## src/fdma_pkg.sv

```systemverilog
/*
  Shared constants and types of the four-channel background copy engine.
  Assumes that every file of the engine imports this package whole.
*/
package fdma_pkg;

  // --------------------------------------------------------------
  // Sizes
  // --------------------------------------------------------------
  localparam int N_CH = 4;
  localparam int CH_W = 2;
  localparam int N_EVT = 20;
  localparam int EVT_SEL_W = 5;
  localparam int ADDR_W = 16;
  localparam int DATA_W = 16;
  localparam int COUNT_W = 16;
  localparam int BUF_DEPTH = 2;

  // --------------------------------------------------------------
  // Reset values and the count of one
  // --------------------------------------------------------------
  localparam logic [ADDR_W-1:0] ADDR_RST = 16'h0000;
  localparam logic [DATA_W-1:0] DATA_RST = 16'h0000;
  localparam logic [COUNT_W-1:0] COUNT_RST = 16'h0000;
  localparam logic [COUNT_W-1:0] COUNT_ONE = 16'h0001;
  localparam logic [CH_W-1:0] CH_RST = 2'h3;

  typedef enum logic [1:0] {
    FDMA_IDLE,
    FDMA_READ,
    FDMA_WRITE
  } fdma_state_t;

endpackage

```

## src/fdma_stream_if.sv

```systemverilog
/*
  Valid/ready word stream used between the engine and its buffer.
  Assumes source and sink run on the same clock.
*/
`timescale 1ns/1ns
interface fdma_stream_if;
  import fdma_pkg::*;
  logic valid;
  logic ready;
  logic [DATA_W-1:0] data;
  modport src (output valid, output data, input ready);
  modport snk (input valid, input data, output ready);
endinterface

```

## src/fdma_buf.sv

```systemverilog
/*
  Two-entry word buffer between the read and write phases of a copy.
  Assumes both sides share clk; ready on the filling side stalls the engine.
*/
`timescale 1ns/1ns
module fdma_buf
  import fdma_pkg::*;
(
  input wire logic clk,
  input wire logic reset_n,
  fdma_stream_if.snk in_s,
  fdma_stream_if.src out_s
);
  logic [DATA_W-1:0] mem_reg [BUF_DEPTH];
  logic wr_ptr_reg;
  logic rd_ptr_reg;
  logic [1:0] fill_reg;
  logic [1:0] fill_next;
  wire push = in_s.valid && in_s.ready;
  wire pop = out_s.valid && out_s.ready;

  assign in_s.ready = (fill_reg != 2'h2);
  assign out_s.valid = (fill_reg != 2'h0);
  assign out_s.data = mem_reg[rd_ptr_reg];
  assign fill_next = fill_reg + {1'b0, push} - {1'b0, pop};

  always_ff @(posedge clk or negedge reset_n) begin
    if (!reset_n) begin
      wr_ptr_reg <= 1'b0;
      rd_ptr_reg <= 1'b0;
      fill_reg <= 2'h0;
    end else begin
      if (push) wr_ptr_reg <= ~wr_ptr_reg;
      if (pop) rd_ptr_reg <= ~rd_ptr_reg;
      fill_reg <= fill_next;
    end
  end

  for (genvar e = 0; e < BUF_DEPTH; e++) begin : g_entry
    always_ff @(posedge clk or negedge reset_n) begin
      if (!reset_n) begin
        mem_reg[e] <= DATA_RST;
      end else if (push && wr_ptr_reg == 1'(e)) begin
        mem_reg[e] <= in_s.data;
      end
    end
  end
endmodule

```

## src/fdma_sync.sv

```systemverilog
/*
  Per-channel event selection and rising-edge pending flags.
  Assumes events come from logic on clk, so they are not resynchronised.
*/
`timescale 1ns/1ns
module fdma_sync
  import fdma_pkg::*;
(
  input wire logic clk,
  input wire logic reset_n,
  input wire logic [N_EVT-1:0] sync_event,
  input wire logic [N_CH-1:0][EVT_SEL_W-1:0] channel_sync_event_select,
  input wire logic [N_CH-1:0] consume,
  output logic [N_CH-1:0] pending
);
  for (genvar c = 0; c < N_CH; c++) begin : g_ch
    logic prev_reg;
    logic pend_reg;
    wire [EVT_SEL_W-1:0] sel = channel_sync_event_select[c];
    // Codes beyond the last event select nothing, so the channel simply waits.
    wire level = (sel < EVT_SEL_W'(N_EVT)) ? sync_event[sel] : 1'b0;
    wire rise = level && !prev_reg;
    // An edge landing in the consuming cycle is kept: set beats clear.
    wire pend_next = rise || (pend_reg && !consume[c]);
    always_ff @(posedge clk or negedge reset_n) begin
      if (!reset_n) begin
        prev_reg <= 1'b0;
        pend_reg <= 1'b0;
      end else begin
        prev_reg <= level;
        pend_reg <= pend_next;
      end
    end
    assign pending[c] = pend_reg;
  end
endmodule

```

## src/fdma_ctrl.sv

```systemverilog
/*
  Four-channel background copy engine: one memory master port, per-channel
  contexts, event synchronisation, ping-pong destinations and completion pulses.
  Assumes the channel settings come from software-written registers on clk,
  that the memory port answers each request with a one-cycle mem_ack, and that
  the clock is gated outside only after idle_ack is high.
*/
`timescale 1ns/1ns
module fdma_ctrl
  import fdma_pkg::*;
(
  input wire logic clk,
  input wire logic reset_n,
  input wire logic [N_EVT-1:0] sync_event,
  input wire logic [N_CH-1:0] cfg_start,
  input wire logic [N_CH-1:0] cfg_sync_en,
  input wire logic [N_CH-1:0] cfg_pingpong,
  input wire logic [N_CH-1:0][EVT_SEL_W-1:0] channel_sync_event_select,
  input wire logic [N_CH-1:0][ADDR_W-1:0] cfg_src_addr,
  input wire logic [N_CH-1:0][ADDR_W-1:0] cfg_dst_addr,
  input wire logic [N_CH-1:0][ADDR_W-1:0] cfg_dst_addr_b,
  input wire logic [N_CH-1:0][COUNT_W-1:0] cfg_count,
  input wire logic clk_idle_req,
  output logic mem_req,
  output logic mem_we,
  output logic [ADDR_W-1:0] mem_addr,
  output logic [DATA_W-1:0] mem_wdata,
  input wire logic mem_ack,
  input wire logic [DATA_W-1:0] mem_rdata,
  output logic [N_CH-1:0] chan_irq,
  output logic [N_CH-1:0] chan_active,
  output logic [N_CH-1:0] chan_half,
  output logic idle_ack
);
  // ----------------------------------------------------------------
  // Declarations
  // ----------------------------------------------------------------
  fdma_state_t state_reg;
  fdma_state_t state_next;
  logic [CH_W-1:0] cur_ch_reg;
  logic [CH_W-1:0] pick;
  logic pick_ok;
  logic mem_req_reg;
  logic mem_we_reg;
  logic [ADDR_W-1:0] mem_addr_reg;
  logic [DATA_W-1:0] mem_wdata_reg;
  logic idle_ack_reg;
  logic [N_CH-1:0] pending;
  logic [N_CH-1:0] eligible;
  logic [N_CH-1:0] consume;
  logic [N_CH-1:0] act_w;
  logic [N_CH-1:0] half_w;
  logic [N_CH-1:0] irq_w;
  logic [N_CH-1:0][ADDR_W-1:0] src_w;
  logic [N_CH-1:0][ADDR_W-1:0] dst_w;
  logic [N_CH-1:0] last_w;

  fdma_stream_if rd_s ();
  fdma_stream_if wr_s ();

  // ----------------------------------------------------------------
  // Submodules
  // ----------------------------------------------------------------
  fdma_sync u_sync (
    .clk(clk),
    .reset_n(reset_n),
    .sync_event(sync_event),
    .channel_sync_event_select(channel_sync_event_select),
    .consume(consume),
    .pending(pending)
  );

  fdma_buf u_buf (
    .clk(clk),
    .reset_n(reset_n),
    .in_s(rd_s),
    .out_s(wr_s)
  );

  // ----------------------------------------------------------------
  // Decode
  // ----------------------------------------------------------------
  wire ack_hit = mem_req_reg && mem_ack;
  wire in_idle = (state_reg == FDMA_IDLE);
  wire in_read = (state_reg == FDMA_READ);
  wire in_write = (state_reg == FDMA_WRITE);
  // A read is only started while the buffer can take its word.
  wire start_elem = in_idle && pick_ok && !clk_idle_req && rd_s.ready;
  wire load_write = in_write && !mem_req_reg && wr_s.valid;
  wire step_done = in_write && ack_hit;

  assign rd_s.valid = in_read && ack_hit;
  assign rd_s.data = mem_rdata;
  assign wr_s.ready = step_done;

  // A synced channel needs a pending edge; a free channel just runs.
  assign eligible = act_w & (~cfg_sync_en | pending);

  // Rotating priority starting after the channel served last.
  always_comb begin
    logic [CH_W-1:0] idx;
    idx = cur_ch_reg;
    pick = cur_ch_reg;
    pick_ok = 1'b0;
    for (int i = N_CH; i >= 1; i--) begin
      idx = cur_ch_reg + CH_W'(i);
      if (eligible[idx]) begin
        pick = idx;
        pick_ok = 1'b1;
      end
    end
  end

  for (genvar c = 0; c < N_CH; c++) begin : g_consume
    assign consume[c] = start_elem && cfg_sync_en[c] && (pick == CH_W'(c));
  end

  always_comb begin
    state_next = state_reg;
    case (state_reg)
      FDMA_IDLE: begin
        if (start_elem) begin
          state_next = FDMA_READ;
        end
      end
      FDMA_READ: begin
        if (ack_hit) begin
          state_next = FDMA_WRITE;
        end
      end
      FDMA_WRITE: begin
        if (ack_hit) begin
          state_next = FDMA_IDLE;
        end
      end
      default: begin
        state_next = FDMA_IDLE;
      end
    endcase
  end

  // ----------------------------------------------------------------
  // Sequencer and memory master
  // ----------------------------------------------------------------
  always_ff @(posedge clk or negedge reset_n) begin
    if (!reset_n) begin
      state_reg <= FDMA_IDLE;
      cur_ch_reg <= CH_RST;
    end else begin
      state_reg <= state_next;
      if (start_elem) cur_ch_reg <= pick;
    end
  end

  always_ff @(posedge clk or negedge reset_n) begin
    if (!reset_n) begin
      mem_req_reg <= 1'b0;
      mem_we_reg <= 1'b0;
      mem_addr_reg <= ADDR_RST;
      mem_wdata_reg <= DATA_RST;
    end else if (start_elem) begin
      mem_req_reg <= 1'b1;
      mem_we_reg <= 1'b0;
      mem_addr_reg <= src_w[pick];
    end else if (load_write) begin
      mem_req_reg <= 1'b1;
      mem_we_reg <= 1'b1;
      mem_addr_reg <= dst_w[cur_ch_reg];
      mem_wdata_reg <= wr_s.data;
    end else if (ack_hit) begin
      mem_req_reg <= 1'b0;
      mem_we_reg <= 1'b0;
    end
  end

  // Acknowledged only between elements, so gating never cuts a copy short.
  always_ff @(posedge clk or negedge reset_n) begin
    if (!reset_n) begin
      idle_ack_reg <= 1'b0;
    end else begin
      idle_ack_reg <= clk_idle_req && in_idle && !start_elem;
    end
  end

  // ----------------------------------------------------------------
  // Channel contexts
  // ----------------------------------------------------------------
  // No parameter shapes this module, so every instance behaves alike.
  for (genvar c = 0; c < N_CH; c++) begin : g_ch
    logic act_reg;
    logic half_reg;
    logic irq_reg;
    logic [ADDR_W-1:0] src_reg;
    logic [ADDR_W-1:0] dst_reg;
    logic [COUNT_W-1:0] left_reg;
    wire mine = step_done && (cur_ch_reg == CH_W'(c));
    wire last = (left_reg == COUNT_ONE);
    wire load = cfg_start[c] && (cfg_count[c] != COUNT_RST) && !act_reg;
    // Next half's destination: after half A comes B and back again.
    wire [ADDR_W-1:0] dst_swap = half_reg ? cfg_dst_addr[c] : cfg_dst_addr_b[c];

    always_ff @(posedge clk or negedge reset_n) begin
      if (!reset_n) begin
        act_reg <= 1'b0;
        half_reg <= 1'b0;
        src_reg <= ADDR_RST;
        dst_reg <= ADDR_RST;
        left_reg <= COUNT_RST;
      end else if (load) begin
        act_reg <= 1'b1;
        half_reg <= 1'b0;
        src_reg <= cfg_src_addr[c];
        dst_reg <= cfg_dst_addr[c];
        left_reg <= cfg_count[c];
      end else if (mine && last && cfg_pingpong[c]) begin
        half_reg <= ~half_reg;
        src_reg <= cfg_src_addr[c];
        dst_reg <= dst_swap;
        left_reg <= cfg_count[c];
      end else if (mine && last) begin
        act_reg <= 1'b0;
        left_reg <= COUNT_RST;
      end else if (mine) begin
        src_reg <= src_reg + 1'b1;
        dst_reg <= dst_reg + 1'b1;
        left_reg <= left_reg - 1'b1;
      end
    end

    always_ff @(posedge clk or negedge reset_n) begin
      if (!reset_n) begin
        irq_reg <= 1'b0;
      end else begin
        irq_reg <= mine && last;
      end
    end

    assign act_w[c] = act_reg;
    assign half_w[c] = half_reg;
    assign irq_w[c] = irq_reg;
    assign src_w[c] = src_reg;
    assign dst_w[c] = dst_reg;
    assign last_w[c] = last;
  end

  // ----------------------------------------------------------------
  // Outputs
  // ----------------------------------------------------------------
  assign mem_req = mem_req_reg;
  assign mem_we = mem_we_reg;
  assign mem_addr = mem_addr_reg;
  assign mem_wdata = mem_wdata_reg;
  assign chan_irq = irq_w;
  assign chan_active = act_w;
  assign chan_half = half_w;
  assign idle_ack = idle_ack_reg;
endmodule

```

## config.mk

```make
export PLATFORM = sky130hd
export DESIGN_NAME = fdma_ctrl
export DESIGN_NICKNAME = d
export VERILOG_FILES = /design/src/fdma_pkg.sv /design/src/fdma_stream_if.sv /design/src/fdma_buf.sv /design/src/fdma_sync.sv /design/src/fdma_ctrl.sv
export SDC_FILE = /design/constraint.sdc
export NUM_CORES = 1
export LEC_CHECK = 0
export BUFFER_PORTS_ARGS = -buffer_cell sky130_fd_sc_hd__buf_2
export CAP_MARGIN = 20
export CORE_MARGIN = 2
export CORE_UTILIZATION = 43
export DETAILED_ROUTE_END_ITERATION = 7
export PLACE_DENSITY = 0.68
export SETUP_SLACK_MARGIN = 0.3
export SLEW_MARGIN = 20
export SYNTH_ARGS = -nofsm -noshare
export SYNTH_HDL_FRONTEND = slang
export SYNTH_SLANG_ARGS = --single-unit
```

## constraint.sdc

```tcl
create_clock -name clk -period 4.1 [get_ports clk]
set_input_delay 1.23 -clock clk [delete_from_list [all_inputs] [get_ports clk]]
set_output_delay 1.23 -clock clk [all_outputs]
set_load 0.05 [all_outputs]
```

# After elaboration in Yosys (flattened, before gate mapping)
# Index checks and enable logic that the tools add are counted.
# op_classes
n_mux	116
reduce_logical	105
bitwise	11
n_eq_ne	24
addsub	17
magnitude_cmp	14
# ops
cell	count
$mux W16	59
$add A16 B1 Y16 const B	8
$bmux W16 S2	2
$eq A16 B1 Y1 const B	4
$reduce_bool A16 Y1	4
$sub A16 B1 Y16 const B	4
$logic_and A1 B1 Y1	50
$mux W1	40
$lt A5 B6 Y1 const B	4
$bmux W1 S5	4
$lt A5 B5 Y1 const B	4
$reduce_bool A2 Y1	10
$reduce_and A2 Y1	9
$reduce_bool A4 Y1	4
$logic_not A1 Y1	15
$lt A2 B3 Y1 const B	5
$reduce_bool A3 Y1	5
$ne A2 B2 Y1 const B	7
$mux W2	6
$eq A2 B2 Y1 const B	5
$ne A3 B2 Y1 const B	3
$bmux W1 S2	4
$not A1 Y1	7
$eq A2 B1 Y1 const B	3
other kinds (15)	21
# word_totals
ff_bits	287
word_cells	331
in_bits	328
output_inout_bits	47

# Logic depth before layout (Yosys ltp)
# Gate-level depths: netlist of run 1.
# logic_depth
depth_word	17
ltp_mapped	12
ltp_nobuf	8

# By module
# Synthesis of run 1 repeated with hierarchy kept, for this count alone.
# unflattened
hier_cells	2159
hier_area_um2	18785.5
# by_module_without_submodules
module	area_per_inst_um2	seq_area_each_um2	cells_per_inst	n_inst
fdma_ctrl	16004.1	6083.3	1963	1
fdma_buf	1702.9	900.9	103	1
fdma_sync	1078.5	200.2	93	1

# Worst setup path before layout of run 1
# OpenSTA, ideal clock, no wires.
# synth_path
path_kind	input to register
startpoint	input port cfg_count[24] (netlist name)
endpoint	register g_ch[1].src_reg[8]
stages	8
slack_ns	0.783
t_required_ns	3.963
setup_ns	0.137
n_path_buf	2
t_arrival_ns	3.180
path_cell_list	or4_1 -> o41a_1 -> a41oi_1 -> clkbuf_1 -> buf_2 -> nand2_1 -> a21oi_1 -> a21oi_1
# synth_between
elab_chain_cells	5
elab_cells_between_ends	7
cone_classes	eq/ne (1); mux (1); reduce/logical (5)
# synth_rtl
item	line	rtl
from (decl)	fdma_ctrl.sv:22	input wire logic [N_CH-1:0][COUNT_W-1:0] cfg_count,
$reduce_bool A16 Y1 *	fdma_ctrl.sv:198	wire load = cfg_start[c] && (cfg_count[c] != COUNT_RST) && !act_reg;
$logic_and A1 B1 Y1 * (2 in series)	fdma_ctrl.sv:198	
$ne A3 B2 Y1 (no source line) or $reduce_bool A3 Y1 (tied branches)	n/a	
$reduce_and A2 Y1 (no source line)	n/a	
to (signal assigned)	fdma_ctrl.sv:212	src_reg <= cfg_src_addr[c];
to (signal assigned)	fdma_ctrl.sv:217	src_reg <= cfg_src_addr[c];
to (signal assigned)	fdma_ctrl.sv:224	src_reg <= src_reg + 1'b1;
to (decl)	fdma_ctrl.sv:193	logic [ADDR_W-1:0] src_reg;
# Mark *: on every way between the ends. The rest lies on a longest branch, timed or not.
# A chain may end at the register's enable or synchronous reset.

# Worst setup path in the final report of run 1
# layout_path
startpoint	register g_ch[1].left_reg[6]
endpoint	register g_ch[1].src_reg[15]
# layout_between
elab_chain_cells	5
elab_cells_between_ends	8
cone_classes	eq/ne (2); mux (2); reduce/logical (4)
# layout_rtl
item	line	rtl
from (decl)	fdma_ctrl.sv:195	logic [COUNT_W-1:0] left_reg;
from (signal assigned)	fdma_ctrl.sv:214	left_reg <= cfg_count[c];
from (signal assigned)	fdma_ctrl.sv:219	left_reg <= cfg_count[c];
from (signal assigned)	fdma_ctrl.sv:226	left_reg <= left_reg - 1'b1;
$eq A16 B1 Y1 *	fdma_ctrl.sv:197	wire last = (left_reg == COUNT_ONE);
$logic_and A1 B1 Y1 *	fdma_ctrl.sv:215, fdma_ctrl.sv:220	
$logic_and A1 B1 Y1	fdma_ctrl.sv:215	end else if (mine && last && cfg_pingpong[c]) begin
$ne A3 B2 Y1 (no source line), or another cell as far along	n/a	
$reduce_and A2 Y1 (no source line) or $mux W16 (tied branches)	n/a	
# Marks and branches as above.

==> results_dict.tcl, run 1 <==
set metrics [dict create \
    crit_buf_inv 0 \
    netlist.area_leader.share 0.377 \
    synthCells 2173 \
    cts.sinks 287 \
    cts_buffers 35 \
    viasPerCell 6.16 \
    h-tree-depth 2 \
    gp_congestion 0.964 \
    fin_total_pwr_uw 12600 \
    crit_family "simple AND/OR/NAND/NOR gates" \
    clk_pin_slew_worst_paths_ns 0.06 \
    crit_cells 6 \
    syn-num-nets 2523 \
    min_period_over_period 0.880 \
    ant_nets 0 \
    status "complete, no violations" \
    ys_warn_count 0 \
    yosysTopAreaCell "dfrtp_1" \
    worst-r2r-setup-slack_ns 0.49 \
    holdPathEnd "u_sync.g_ch[3].pend_reg$_DFF_PN0_" \
    drt_iter0_markers 1720 \
    worst_pin_slew_ns 1.01 \
    detail_route.wl_per_cell_um 22.1 \
    irDropWorstVdd_v 0.000453 \
    max_stage_delay_ns 0.87 \
    worstPathArrival_ns 4.06 \
    io_buffers 374 \
    ys_seq_area_frac 0.380 \
    rsz0062_at_grt "no" \
    grt_overflow 0 \
    cts_tree "built" \
    start_util 0.437 \
    grt_pass1_vias 18600 \
    ys.flop_type "dfrtp_1" \
    synth.cell_area_um2 18900 \
    start_kind "register" \
    cts-hold-fix-buffers 0 \
    holdPathStages 1 \
    fin_tns_setup_ns 0 \
    leakage_uw 0.00973 \
    fin_cells 3130 \
    reg2reg_depth 6 \
    grt_pass1_wl_um 105000 \
    post_cts_buffers 0 \
    setup_viol 0 \
    r2r_end "g_ch[1].src_reg[15]$_DFFE_PN0P_" \
    async_flop_share 1.00 \
    vias 19300 \
    place_hpwl_um 52800 \
    fp.dieH_um 214 \
    clock-root-buffer "clkbuf_16" \
    drc_errors 0 \
    fmax_mhz 277 \
    ys_ff_latch 287 \
    synth-edff-count 0 \
    syn_to_final_growth_pct 19.6 \
    fp.dieW_um 214 \
    power_density_nw_per_um2 559 \
    finalCriticalPeriod_ns 3.61 \
    fin_worst_skew_ns 0.0336 \
    r2r_start "g_ch[1].left_reg[6]$_DFFE_PN0P_" \
    syn_avg_cell_area_um2 8.70 \
    io_pins 375 \
    max_slew_margin 0.330 \
    drive_gt1_frac 0.240 \
    crit_required_ns 4.55 \
    grt_max_degree 84 \
    drv_slew 0 \
    cts.path.max_buffers 3 \
    nNetsFinal 2863 \
    drtPass1Iterations 6 \
    yosysUniqueCellTypes 81 \
    final_hold_viol_count 0 \
    core_area_um2 43300 \
    rows 76 \
    min_path_type "reg2reg" \
    critPathMaxFanout 23 \
    cts_resized 0 \
    synth_common_cells "dfrtp_1, o21ai_0, nand2_1" \
    crit_chain "or4_1, or3_1, o31ai_4, nand2_1, o21a_1, o22a_1" \
    worstSetupEndpointType "register" \
    grt.total_usage 0.299 \
    dp.cells 3061 \
    wl_um 69200 \
    min_from "u_sync.g_ch[3].prev_reg$_DFF_PN0_" \
    synth.most_common_cell "dfrtp_1" \
    slowest_stage "o31ai_4" \
    dieArea_um2 45600 \
    antenna_found_initial 11 \
    crit_type "reg2reg" \
    clk-insertion-delay-late_ns 0.57 \
    synthTopCellsByArea "dfrtp_1, o21ai_0, a21oi_1, nand2_1, mux4_2" \
    drv_cap 0 \
]
==> layout make-up <==
type                       count  area (um^2)
fill                        4056        20700
multi-input combinational   1684        10900
sequential                   287         7180
timing repair buffer         444         2440
clock buffer                  49          978
tap                          585          732
inverter                      61          229
clock inverter                 9          109
antenna                       11         27.5
==> placed cells by master, fill, tap and decap left out, types with 8 or more instances in the layout <==
cell type,instances
diode_2,11
nor3_1,66
o31ai_1,16
xor2_1,13
inv_1,61
buf_4,67
nor2b_1,15
a31oi_1,36
a21o_1,16
dfrtp_1,285
a21oi_1,209
a211oi_1,18
ha_1,22
o211ai_1,16
o22a_1,9
or4_1,21
o221ai_1,17
nor4_1,23
a22oi_1,18
nand3_1,70
mux2_2,39
clkbuf_1,9
nand2_1,219
o22ai_1,20
nor3b_1,15
nor2_1,160
nand2b_1,18
xnor2_1,20
mux2i_1,70
o21ai_0,238
and2_1,19
buf_2,373
a22o_1,8
clkbuf_16,35
mux4_2,36
o21a_1,8
nand4_1,28
and3_1,43
a32oi_1,31
or3_1,14
==> where the power goes <==
group          total, uW  switching, uW  internal, uW
sequential          4780           1130          3660
combinational       4790           2760          2030
clock               3060           1270          1790
==> metrics by stage <==
stage                     hold slack (ns)  utilization  cell area (um^2)  setup slack (ns)
after floorplan                     0.410            -             18900             0.783
after global placement              0.429        0.497             21500             0.409
after detailed placement            0.426        0.497             21500             0.380
after CTS                           0.438        0.522             22600             0.551
after global routing                0.494        0.522             22600             0.321
final                               0.436        0.522             22600             0.493
==> worst max-delay path by stage <==
| stage | start | endpoint | slack (ns) |
|---|---|---|---|
| 2_1_floorplan | cfg_count[24] | g_ch[1].src_reg[8]$_DFFE_PN0P_ | 0.78 |
| 3_3_place_gp | cfg_count[0] | g_ch[0].src_reg[5]$_DFFE_PN0P_ | 0.41 |
| 3_5_place_dp | cfg_count[0] | g_ch[0].dst_reg[6]$_DFFE_PN0P_ | 0.38 |
| 4_1_cts | g_ch[1].left_reg[6]$_DFFE_PN0P_ | g_ch[1].src_reg[15]$_DFFE_PN0P_ | 0.55 |
| 5_1_grt | g_ch[1].left_reg[6]$_DFFE_PN0P_ | g_ch[1].src_reg[15]$_DFFE_PN0P_ | 0.32 |
| 6_report | g_ch[1].left_reg[6]$_DFFE_PN0P_ | g_ch[1].src_reg[15]$_DFFE_PN0P_ | 0.49 |
==> cell families after synthesis <==
| group | synth area share |
|---|---|
| xor+xnor | 0.0153 |
| compound gates | 0.248 |
| buf+inv | 0.0471 |
| simple gates | 0.192 |
| flops | 0.380 |
| mux | 0.103 |
| fa+ha+maj | 0.0146 |
==> layer usage <==
metal | routed length [um] | global-route usage | part of all wire | vias up
met5 | 41 | 0 | 0.00059 | -
met4 | 2810 | 0.134 | 0.041 | 6
met3 | 5570 | 0.0568 | 0.081 | 145
met2 | 31800 | 0.470 | 0.46 | 869
met1 | 28900 | 0.401 | 0.42 | 9415
li1 | - | - | - | 8839
Power figures use the tool's default switching activity.
==> run 2: changes to the inputs <==
Settings changed: PLACE_DENSITY 0.68 to unset.
==> results_dict.tcl, run 2 (synthesized netlist as in run 1, its figures left out) <==
set metrics [dict create \
    leakage_uw 0.00976 \
    min_path_type "reg2reg" \
    fillCellCount 4137 \
    drt_iter0_markers 1853 \
    drtPass1Iterations 5 \
    place_ws_ns 0.452 \
    h-tree-depth 2 \
    cts.sinks 287 \
    slowest_stage "o31ai_4" \
    io_pins 375 \
    finalCriticalPeriod_ns 3.45 \
    grt_max_degree 78 \
    post_cts_buffers 0 \
    dp.cells 3063 \
    gp_congestion 0.955 \
    setup_viol 0 \
    drive_gt1_frac 0.240 \
    cts_tree "built" \
    vias 19000 \
    start_kind "register" \
    cts_resized 0 \
    worstSetupEndpointType "register" \
    fmax_mhz 290 \
    dieArea_um2 45600 \
    fin_ws_ns 0.650 \
    fin_tns_setup_ns 0 \
    max_stage_delay_ns 0.86 \
    ant_nets 0 \
    crit_type "reg2reg" \
    fp.dieH_um 214 \
    antenna_found_initial 5 \
    status "complete, no violations" \
    clk_pin_slew_worst_paths_ns 0.06 \
    power_density_nw_per_um2 557 \
    wl_um 68400 \
    viasPerCell 6.09 \
    place_hpwl_um 52300 \
    worstPathArrival_ns 3.82 \
    irDropWorstVdd_v 0.000448 \
    cts.path.max_buffers 3 \
    cts_buffers 36 \
    rows 76 \
    syn_to_final_growth_pct 19.8 \
    grt.total_usage 0.296 \
    min_period_over_period 0.842 \
    crit_chain "or4_1, or3_1, o31ai_4, and2_1, o311ai_0" \
    start_util 0.437 \
    final_cell_mix "buf_2, dfrtp_1, o21ai_0, nand2_1, a21oi_1" \
    io_buffers 374 \
    final_hold_viol_count 0 \
    drc_errors 0 \
    clk-insertion-delay-late_ns 0.56 \
    nNetsFinal 2866 \
    grt_overflow 0 \
    grt_pass1_wl_um 104000 \
    worst_pin_slew_ns 1.06 \
    multi_input_area_um2 10900 \
    crit_required_ns 4.47 \
    fin_util 0.523 \
    fp.dieW_um 214 \
    detail_route.wl_per_cell_um 21.9 \
    clock-root-buffer "clkbuf_16" \
    seq_area_um2 7180 \
    max_slew_margin 0.294 \
    grt_pass1_vias 18100 \
    critPathMaxFanout 23 \
    drv_cap 0 \
    fin_worst_skew_ns 0.0280 \
    layout.cells.most_common "buf_2" \
    drv_slew 0 \
    fin_cells 3127 \
    core_area_um2 43300 \
    cts-hold-fix-buffers 0 \
    rsz0062_at_grt "no" \
]
## run 2: final cells by class
| class | count | share of cell area |
|---|---|---|
| tap | 585 | 0.0323 |
| clock inverter | 8 | 0.00332 |
| sequential | 287 | 0.317 |
| multi-input combinational | 1684 | 0.481 |
| clock buffer | 52 | 0.0456 |
| antenna | 4 | 0.000442 |
| timing repair buffer | 446 | 0.110 |
| inverter | 61 | 0.0101 |
## run 2: power breakdown
part / leakage, uW / total, uW / internal (uW) / switching [uW]
logic: 0.00566 / 4720 / 2030 / 2690
clock network: 0.000543 / 3070 / 1810 / 1260
registers: 0.00355 / 4830 / 3660 / 1170
## run 2: through the flow
stage / hold WS (ns) / cell area [um^2] / total power [uW]
2_1_floorplan: 0.410 / 18900 / 7840
3_3_place_gp: 0.434 / 21500 / 9430
3_5_place_dp: 0.441 / 21500 / 9520
4_1_cts: 0.450 / 22600 / 12600
5_1_grt: 0.495 / 22600 / 13300
6_report: 0.463 / 22600 / 12600
## run 2: metal layers
layer / up-vias / wire length [um] / track usage
met4: 4 / 2380 / 0.109
met3: 130 / 5250 / 0.0576
met2: 810 / 31200 / 0.462
met1: 9226 / 29500 / 0.409
li1: 8866 / - / -
met5: - / 31 / 0
## run 2: worst paths after layout
| path | from | end | slack (ns) | depth (start not counted) |
|---|---|---|---|---|
| max | g_ch[1].left_reg[6]$_DFFE_PN0P_ | g_ch[1].left_reg[5]$_DFFE_PN0P_ | 0.65 | 5 |
| min | u_sync.g_ch[3].prev_reg$_DFF_PN0_ | u_sync.g_ch[3].pend_reg$_DFF_PN0_ | 0.46 | 1 |
| max reg2reg | g_ch[1].left_reg[6]$_DFFE_PN0P_ | g_ch[1].left_reg[5]$_DFFE_PN0P_ | 0.65 | 5 |
| min reg2reg | u_sync.g_ch[3].prev_reg$_DFF_PN0_ | u_sync.g_ch[3].pend_reg$_DFF_PN0_ | 0.46 | 1 |
| max in group asynchronous | reset_n | g_ch[1].src_reg[15]$_DFFE_PN0P_ | 2.59 | 2 |
| min in group asynchronous | reset_n | u_buf.mem_reg[30]$_DFFE_PN0P_ | 0.67 | 1 |
## run 2: worst max-delay path: cells and delay by family (launching register included)
family | cells | cell delay (ns)
compound gates | 2 | 1.10
flops | 1 | 0.44
simple gates | 3 | 1.74
